File: config.mk
export PLATFORM = sky130hd
export DESIGN_NAME = sequence_io_gate
export DESIGN_NICKNAME = d
export VERILOG_FILES = /design/src/core/seqio_pkg.sv /design/src/core/sequence_io_gate.sv
export SDC_FILE = /design/constraint.sdc
export NUM_CORES = 1
export LEC_CHECK = 0
export BUFFER_PORTS_ARGS = -buffer_cell sky130_fd_sc_hd__buf_4
export CORE_ASPECT_RATIO = 1.4
export CORE_MARGIN = 1
export CORE_UTILIZATION = 55
export DETAILED_ROUTE_END_ITERATION = 6
export PLACE_DENSITY_LB_ADDON = 0.08
export SETUP_SLACK_MARGIN = 0.02
export SYNTH_ARGS = -nofsm -noshare
export SYNTH_HDL_FRONTEND = slang
export SYNTH_SLANG_ARGS = --single-unit
File: constraint.sdc
create_clock -name REF_CLK_I -period 5.84 [get_ports REF_CLK_I]
set_input_delay 1.168 -clock REF_CLK_I [delete_from_list [all_inputs] [get_ports REF_CLK_I]]
set_output_delay 1.168 -clock REF_CLK_I [all_outputs]
set_load 0.02 [all_outputs]
File: src/core/seqio_pkg.sv
// Constants for the sequence terminal allocation and servo gate block
package seqio_pkg;
	// APB register offsets (byte addresses)
	localparam logic [11:0] OFS_CTRL    = 12'h000;
	localparam logic [11:0] OFS_IN_PND  = 12'h004;
	localparam logic [11:0] OFS_OUT_PND = 12'h008;
	localparam logic [11:0] OFS_IN_ACT  = 12'h00c;
	localparam logic [11:0] OFS_OUT_ACT = 12'h010;
	localparam logic [11:0] OFS_ALARM   = 12'h014;
	localparam logic [11:0] OFS_FUNC    = 12'h018;
	localparam logic [11:0] OFS_STAT    = 12'h01c;
	// Field layout
	localparam int IN_W     = 5;
	localparam int OUT_W    = 4;
	localparam int CTRL_REBOOT = 0;
	// Factory allocation: input 1 servo enable, input 2 alarm clear
	localparam logic [24:0] IN_ALLOC_RST  = 25'h0000041;
	// Output 1 ready, 2 positioning done, 3 fault normally closed, 4 none
	localparam logic [15:0] OUT_ALLOC_RST = 16'h0421;
	// Input function codes
	localparam int FN_SERVO_EN = 1;
	localparam int FN_CLEAR    = 2;
	localparam int FN_POS_LIM  = 3;
	localparam int FN_NEG_LIM  = 4;
	localparam int FN_HALT     = 5;
	localparam int FN_LAST     = 21;
	localparam int FN_RSVD     = 22;
	// Level of each function when no terminal carries it
	localparam logic [22:0] FN_DEFAULT = 23'h00013a;
	// Output status codes
	localparam int OC_READY  = 1;
	localparam int OC_SETTLE = 2;
	localparam int OC_FAULT_NO = 3;
	localparam int OC_FAULT_NC = 4;
	localparam int OC_DYN_BRK  = 5;
	localparam int OC_LIMIT    = 6;
	localparam int OC_HALT     = 7;
	localparam int OC_ZERO_DEV = 8;
	localparam int OC_ZERO_SPD = 9;
	localparam int OC_CUR_LIM  = 10;
	localparam int OC_BRK_TIME = 11;
	// Alarm bits: 0..10 cleared by alarm clear, 11..14 by reboot only
	localparam int ALARM_N   = 15;
	localparam int ALARM_DUP = 14;
	localparam logic [14:0] ALARM_CLEARABLE = 15'h07ff;
	// Motion gate states
	typedef enum logic [1:0] {
		MS_COAST = 2'b00,
		MS_RUN   = 2'b01,
		MS_BRAKE = 2'b10,
		MS_HOLD  = 2'b11
	} motion_t;
endpackage : seqio_pkg

File: src/core/sequence_io_gate.sv
// Sequence terminal allocation, servo enable gate and alarm latch
// Operation
// - Four output terminals, each allocated a status code 0..13, 0 unused.
// - Output codes 1..11 select ready, settled, faults, brakes, limits, etc.
// - Output codes 12 and 13 are reserved and drive nothing.
// - Factory outputs: ready, settled, fault normally closed, none; apply on reboot.
// - Input codes 1..8: enable, clear, limits, halt, P, dev clear, regen.
// - Input codes 9..21 select the remaining auxiliary functions.
// - Input code 22 is reserved and maps to no function.
// - Factory inputs: terminal 1 servo enable, terminal 2 alarm clear.
// - Motor may rotate only while servo enable is asserted.
// - Rotation commands are discarded while servo enable is off.
// - Enable drop while turning: full brake to zero speed, then coast.
// - Ready needs enable, no alarm, both limits and halt asserted.
// - Enabled but a permissive input inactive: hold the motor stopped.
// - Unallocated servo enable reads as always asserted.
// - Clearable alarms clear on the rising edge of alarm clear.
// - Alarm clear acts on the eleven clearable alarm classes.
// - Encoder, power, memory, duplication alarms clear only on reboot.
// - Unallocated alarm clear reads as always deasserted.
// - Limit detected output is on when either limit input is off.
// - Halt detected output is on when the halt input is off.
// - Unallocated limit inputs read as asserted, no limit active.
//
// Local design decisions: the register addresses and the APB register port.
module sequence_io_gate
	import seqio_pkg::*;
#(
	parameter int N_IN  = 5,
	parameter int N_OUT = 4
) (
	// Clock and reset
	input  wire logic                 REF_CLK_I,
	input  wire logic                 SRST_I,
	// APB slave
	input  wire logic                 PSEL_I,
	input  wire logic                 PENABLE_I,
	input  wire logic                 PWRITE_I,
	input  wire logic [11:0]          PADDR_I,
	input  wire logic [31:0]          PWDATA_I,
	output logic      [31:0]          PRDATA_O,
	output logic                      PREADY_O,
	output logic                      PSLVERR_O,
	// Programmable terminals
	input  wire logic [N_IN-1:0]      PROGRAMMABLE_INPUT_TERMINAL_I,
	output logic      [N_OUT-1:0]     OUT_TERMINAL_O,
	// Amplifier status and alarm events
	input  wire logic                 POSITION_SETTLED_I,
	input  wire logic                 DYN_BRAKE_I,
	input  wire logic                 ZERO_DEVIATION_I,
	input  wire logic                 ZERO_SPEED_I,
	input  wire logic                 CURRENT_LIMIT_I,
	input  wire logic                 BRAKE_TIMING_I,
	input  wire logic [ALARM_N-2:0]   ALARM_EVENT_I,
	// Motion gate
	input  wire logic                 ROT_CMD_I,
	output logic                      ROT_CMD_O,
	output logic                      DRIVE_EN_O,
	output logic                      MAX_BRAKE_O,
	output logic                      ZERO_CMD_O,
	output logic                      READY_O,
	output logic                      ALARM_O,
	output logic      [FN_RSVD:0]     FUNC_O
);
	import seqio_pkg::*;

	typedef struct packed {
		logic [N_IN-1:0]        sync1;
		logic [N_IN-1:0]        sync2;
		logic                   clr_prev;
		logic [N_IN*IN_W-1:0]   in_pnd;
		logic [N_OUT*OUT_W-1:0] out_pnd;
		logic [N_IN*IN_W-1:0]   in_act;
		logic [N_OUT*OUT_W-1:0] out_act;
		logic [ALARM_N-1:0]     alarm;
		logic                   dup_chk;
		logic [FN_RSVD:0]       fn;
		motion_t                ms;
		logic [N_OUT-1:0]       outs;
		logic                   rot;
		logic                   ready;
		logic [31:0]            rdata;
		logic                   slverr;
	} state_t;

	state_t q;
	state_t d;

	logic [FN_RSVD:0] raw;
	logic [FN_RSVD:0] assigned;
	logic [FN_RSVD:0] fn;
	logic [15:0]      st;
	logic             dup;
	logic             clr_edge;
	logic             rdy;
	logic             setup;
	logic             wr;
	logic             reboot;
	logic [4:0]       code_i;
	logic [4:0]       code_j;
	logic [3:0]       code_o;

	always_comb begin
		d = q;
		raw = '0;
		assigned = '0;
		fn = '0;
		st = '0;
		dup = 1'b0;
		code_i = '0;
		code_j = '0;
		code_o = '0;

		// Terminal pins are asynchronous to the core clock
		d.sync1 = PROGRAMMABLE_INPUT_TERMINAL_I;
		d.sync2 = q.sync1;

		// Route each synchronised terminal to its allocated function
		for (int t = 0; t < N_IN; t++) begin
			code_i = q.in_act[t*IN_W +: IN_W];
			for (int c = 1; c <= FN_LAST; c++) begin
				if (code_i == 5'(c)) begin
					raw[c] = raw[c] | q.sync2[t];
					assigned[c] = 1'b1;
				end
			end
			// Code 22 and above fall through the loop unmapped
		end

		// Unallocated functions take their fixed levels
		for (int c = 0; c <= FN_RSVD; c++) begin
			fn[c] = assigned[c] ? raw[c] : FN_DEFAULT[c];
		end

		// Same nonzero code on two terminals
		for (int i = 0; i < N_IN; i++) begin
			for (int j = 0; j < N_IN; j++) begin
				code_i = q.in_act[i*IN_W +: IN_W];
				code_j = q.in_act[j*IN_W +: IN_W];
				if (i < j && code_i != 5'h00 && code_i == code_j) begin
					dup = 1'b1;
				end
			end
		end

		// Alarm clear acts on the activating edge only
		d.clr_prev = fn[FN_CLEAR];
		clr_edge = fn[FN_CLEAR] & ~q.clr_prev;

		// Only the clearable classes drop; new events still win
		d.alarm = q.alarm & ~(clr_edge ? ALARM_CLEARABLE : 15'h0000);
		d.alarm[ALARM_N-2:0] = d.alarm[ALARM_N-2:0] | ALARM_EVENT_I;
		d.dup_chk = 1'b0;
		if (q.dup_chk && dup) begin
			d.alarm[ALARM_DUP] = 1'b1;
		end

		// Ready only with every permissive present
		rdy = fn[FN_SERVO_EN] & ~(|q.alarm) & fn[FN_POS_LIM]
			& fn[FN_NEG_LIM] & fn[FN_HALT];

		// Motion gate
		case (q.ms)
			MS_RUN, MS_HOLD: begin
				if (!fn[FN_SERVO_EN]) begin
					d.ms = ZERO_SPEED_I ? MS_COAST : MS_BRAKE;
				end else begin
					d.ms = rdy ? MS_RUN : MS_HOLD;
				end
			end
			MS_BRAKE: begin
				// Full effort until inside the zero-speed window
				if (ZERO_SPEED_I) begin
					d.ms = MS_COAST;
				end
			end
			MS_COAST: begin
				if (fn[FN_SERVO_EN]) begin
					d.ms = rdy ? MS_RUN : MS_HOLD;
				end
			end
			default: begin
				d.ms = MS_COAST;
			end
		endcase

		// Commands pass only in the running state
		// Ready is needed too, or a command slips out on entry to hold
		d.rot = ROT_CMD_I & (q.ms == MS_RUN) & fn[FN_SERVO_EN] & rdy;
		d.ready = rdy;
		d.fn = fn;

		// Status sources indexed by output code
		st[OC_READY]    = rdy;
		st[OC_SETTLE]   = POSITION_SETTLED_I;
		st[OC_FAULT_NO] = |q.alarm;
		st[OC_FAULT_NC] = ~(|q.alarm);
		st[OC_DYN_BRK]  = DYN_BRAKE_I;
		st[OC_LIMIT]    = ~fn[FN_POS_LIM] | ~fn[FN_NEG_LIM];
		st[OC_HALT]     = ~fn[FN_HALT];
		st[OC_ZERO_DEV] = ZERO_DEVIATION_I;
		st[OC_ZERO_SPD] = ZERO_SPEED_I;
		st[OC_CUR_LIM]  = CURRENT_LIMIT_I;
		st[OC_BRK_TIME] = BRAKE_TIMING_I;
		// Codes 0, 12 and 13 and above leave st low

		for (int o = 0; o < N_OUT; o++) begin
			code_o = q.out_act[o*OUT_W +: OUT_W];
			d.outs[o] = st[code_o];
		end

		// APB: answer latched in setup so access needs no wait state
		setup = PSEL_I & ~PENABLE_I;
		wr = PSEL_I & PENABLE_I & PWRITE_I & ~q.slverr;
		reboot = 1'b0;
		if (setup) begin
			d.rdata = '0;
			d.slverr = 1'b0;
			case (PADDR_I)
				OFS_CTRL:    d.rdata = '0;
				OFS_IN_PND:  d.rdata[N_IN*IN_W-1:0] = q.in_pnd;
				OFS_OUT_PND: d.rdata[N_OUT*OUT_W-1:0] = q.out_pnd;
				OFS_IN_ACT:  d.rdata[N_IN*IN_W-1:0] = q.in_act;
				OFS_OUT_ACT: d.rdata[N_OUT*OUT_W-1:0] = q.out_act;
				OFS_ALARM:   d.rdata[ALARM_N-1:0] = q.alarm;
				OFS_FUNC:    d.rdata[FN_RSVD:0] = q.fn;
				OFS_STAT: begin
					d.rdata[1:0] = q.ms;
					d.rdata[2] = q.ready;
					d.rdata[3] = q.dup_chk;
					d.rdata[4+:N_OUT] = q.outs;
				end
				default:     d.slverr = 1'b1;
			endcase
		end
		if (wr) begin
			case (PADDR_I)
				OFS_IN_PND:  d.in_pnd = PWDATA_I[N_IN*IN_W-1:0];
				OFS_OUT_PND: d.out_pnd = PWDATA_I[N_OUT*OUT_W-1:0];
				OFS_CTRL:    reboot = PWDATA_I[CTRL_REBOOT];
				default:     reboot = 1'b0;
			endcase
		end

		// Soft reboot stands for a power cycle: new allocation takes
		// effect, every alarm class drops, duplication is rechecked
		if (reboot) begin
			d.in_act = q.in_pnd;
			d.out_act = q.out_pnd;
			d.alarm = '0;
			d.alarm[ALARM_N-2:0] = ALARM_EVENT_I;
			d.dup_chk = 1'b1;
			d.ms = MS_COAST;
		end

		if (SRST_I) begin
			d = '0;
			d.in_pnd = IN_ALLOC_RST;
			d.in_act = IN_ALLOC_RST;
			d.out_pnd = OUT_ALLOC_RST;
			d.out_act = OUT_ALLOC_RST;
			d.fn = FN_DEFAULT;
			d.dup_chk = 1'b1;
			d.ms = MS_COAST;
		end
	end

	always_ff @(posedge REF_CLK_I) begin
		q <= d;
	end

	assign PRDATA_O = q.rdata;
	assign PREADY_O = 1'b1;
	assign PSLVERR_O = PSEL_I & PENABLE_I & q.slverr;
	assign OUT_TERMINAL_O = q.outs;
	assign ROT_CMD_O = q.rot;
	// Drive stays on while braking so the brake has torque behind it
	assign DRIVE_EN_O = (q.ms != MS_COAST);
	assign MAX_BRAKE_O = (q.ms == MS_BRAKE);
	assign ZERO_CMD_O = (q.ms == MS_HOLD);
	assign READY_O = q.ready;
	assign ALARM_O = |q.alarm;
	assign FUNC_O = q.fn;

endmodule : sequence_io_gate

==> flow_summary.ini <==
[synth]
avgSynthCellArea_um2 = 8.12
ys_ff_latch = 163
synth_warnings = 0
synth_edf_count = 0
seq_area_frac_synth_pct = 36.3
syn_inst = 1108
syn_area_um2 = 8990
async_flop_share_pct = 0
synth_top_area_share_pct = 36.3
synth_ff_type = dfxtp_1
ys_types = 65
yosys-top-cells-area = dfxtp_1, nand2_1, a21oi_1, buf_4, a22o_1
synth_top_area_cell = dfxtp_1

[power]
ir_drop_v = 0.000187
p_clk_share_pct = 44.9
power.total_mw = 2.37
p_sw_share_pct = 25.8
power_frac_comb_pct = 6.3
p_int_mw = 1.76
p_sw_uw = 611
power_density_nw_per_um2 = 235
leakagePower_nw = 3.80
power_frac_seq_pct = 48.7

[worst_setup_path]
cp_top_family = simple AND/OR/NAND/NOR gates
crit_slowest_cell = nand4_1
start_kind = input port
crit_type = input port to register
path_max_fanout = 12
crit_chain = buf_4 -> or4_4 -> nor4_1 -> nand4_1 -> nand2_1 -> nor2_1 -> a22o_1
cp.arrival_ns = 4.06
crit_buf_inv = 1
worstPathRequired_ns = 6.16
slowest_delay_ns = 0.82
reg2reg_from = code_i[2]$_SDFFE_PP0P_
crit_start = PADDR_I[10]
end_kind = register

[grt]
gr-usage-all-layers_pct = 39.6
grt_start_max_net_pins = 96
grt_overflow = 0
grt_pass1_vias = 8177
grt_pass1_wl_um = 48700
antenna_found_initial = 2

[drt]
dr.pass1.iters = 6
first_iter_violations = 869
drc = 0
drt-vias-per-instance = 6.58
wl_per_cell_um = 24.5
ant_nets = 0
wl_um = 32700
via_count = 8797

[sta]
setup_viol = 0
tns_ns = 0
rsz0062_at_grt = no
max_slew_margin_pct = 24.3
worst_pin_slew_ns = 1.11
min_period_ns = 3.74
fin_skew_ns = 0.0103
drv_slew = 0
hold_violations = 0
post-route-period-util_pct = 64.0
max_freq_ghz = 0.267

[clock_network]
cts-root-buf = clkbuf_16
clkLatencyLatePin_ns = 0.44
holdBufCountCts = 0
cts_setup_buffers = 0
clock_sinks = 163
cts_made_buffers = 17
cts_tree = done
cts_resized = 0
ctsHtreeMaxLevel = 4
clk_pin_slew_ns = 0.07
cts.path.max_buffers = 2

[die]
pin_count = 142
row_count = 54
die_area_um2 = 16900
initial_core_util_pct = 56.9
die_y_um = 153
die_x_um = 110
core-area_um2 = 15800

[final_layout]
fillers = 1459
drive_gt1_share_pct = 18.0
syn_to_final_growth_pct = 11.9
fin_util_pct = 63.6
ff_latch_area_um2 = 3260
nets = 1202
multiInputGateArea_um2 = 4940

[run]
cap_violations = 0

[hold_path]
min-delay-start = q[169]$_SDFF_PP0_
hp-class = register to register

[placement]
place.gp.congestion = 0.971
place_hpwl_um = 23200
port-buffer-count = 124

[run_status]
status = finished, final reports clean
kinds of logic (layout without fill, tap and decap cells):
| logic type | count (synthesis) | in the layout | synth area share (%) |
|---|---|---|---|
| mux | 34 | 34 | 4.53 |
| flops | 163 | 163 | 36.3 |
| xor+xnor | 49 | 49 | 4.77 |
| compound gates | 266 | 266 | 20.2 |
| other cells | 2 | 11 | 0.0835 |
| simple gates | 438 | 438 | 24.6 |
| buf+inv | 156 | 180 | 9.49 |
path summary, 6_finish.rpt:
check | end | cells past startpoint | slack [ns]
worst min register to register | q[164]$_SDFF_PP0_ | 1 | 0.44
worst max register to register | OUT_TERMINAL_O[3]$_SDFF_PP0_ | 7 | 2.67
worst max-delay path | q[67]$_SDFF_PP0_ | 7 | 2.10
worst min-delay path | q[164]$_SDFF_PP0_ | 1 | 0.44
routing by layer:
layer	vias to the layer above	global-route usage (%)	part of all wire, %
met5	-	0	0.040
met4	2	30.3	7.9
met3	140	8.91	8.1
met2	518	63.1	49
met1	4174	45.0	35
li1	3963	-	-
power by group through the flow:
stage               sequential (mW)  clock [mW]  combinational [mW]
finish                         1.15        1.06               0.150
global route                   1.15        1.12               0.158
CTS                            1.15        1.07               0.148
detailed placement             1.18           0               0.147
global placement               1.18           0               0.147
floorplan                      1.17           0              0.0894
cells in the mapped netlist, types with 5 or more instances:
master	count
nor2b_1	33
nor3_1	36
a222oi_1	8
a41oi_1	9
a221oi_1	19
xor2_1	25
and2_1	6
nand3_1	39
or3_1	5
nand2b_1	12
buf_2	10
a32oi_1	15
buf_1	5
a22oi_1	27
mux2i_1	16
and3_1	8
nand4_1	6
a2111oi_0	7
mux2_2	14
dfxtp_1	163
xnor2_1	24
a211oi_1	5
nor2_1	45
o21ai_0	20
nor4b_1	5
a22o_1	28
nand2_1	196
clkbuf_1	64
nor4_1	6
and4bb_2	5
a31oi_1	16
and4b_1	6
a21oi_1	95
inv_1	12
buf_4	62
metrics by stage:
step,cell area [um2],setup slack [ns],instances,hold slack [ns]
CTS,10000,2.21,1335,0.446
floorplan,9020,2.54,1116,0.414
global placement,9490,1.70,1303,0.417
detailed placement,9490,1.76,1303,0.429
finish,10100,2.10,1337,0.444
global route,10100,2.03,1336,0.465
cell usage in the layout, fill, tap and decap left out, types with 25 or more instances in the layout:
master | netlist | final
nand2_1 | 196 | 196
dfxtp_1 | 163 | 163
buf_4 | 62 | 135
a21oi_1 | 95 | 95
nor2_1 | 45 | 45
nand3_1 | 39 | 39
nor3_1 | 36 | 35
nor2b_1 | 33 | 33
a22o_1 | 28 | 28
a22oi_1 | 27 | 27
xor2_1 | 25 | 25
layout make-up:
cell class                      count  area share, %
Tap cell                          196           2.44
Multi-Input combinational cell    797           49.1
Clock buffer                       19           4.30
Timing Repair Buffer              136           10.1
Sequential cell                   163           32.4
Antenna cell                        1         0.0249
Clock inverter                     13           1.13
Inverter                           12          0.448
state kept, by name (all words and copies together) (netlist names):
signal	count
PRDATA_O	25
ROT_CMD_O	1
code_i	5
OUT_TERMINAL_O	4
READY_O	1
q	102
FUNC_O	21
code_o	4
No activity file was read; power rests on OpenSTA's default activity.
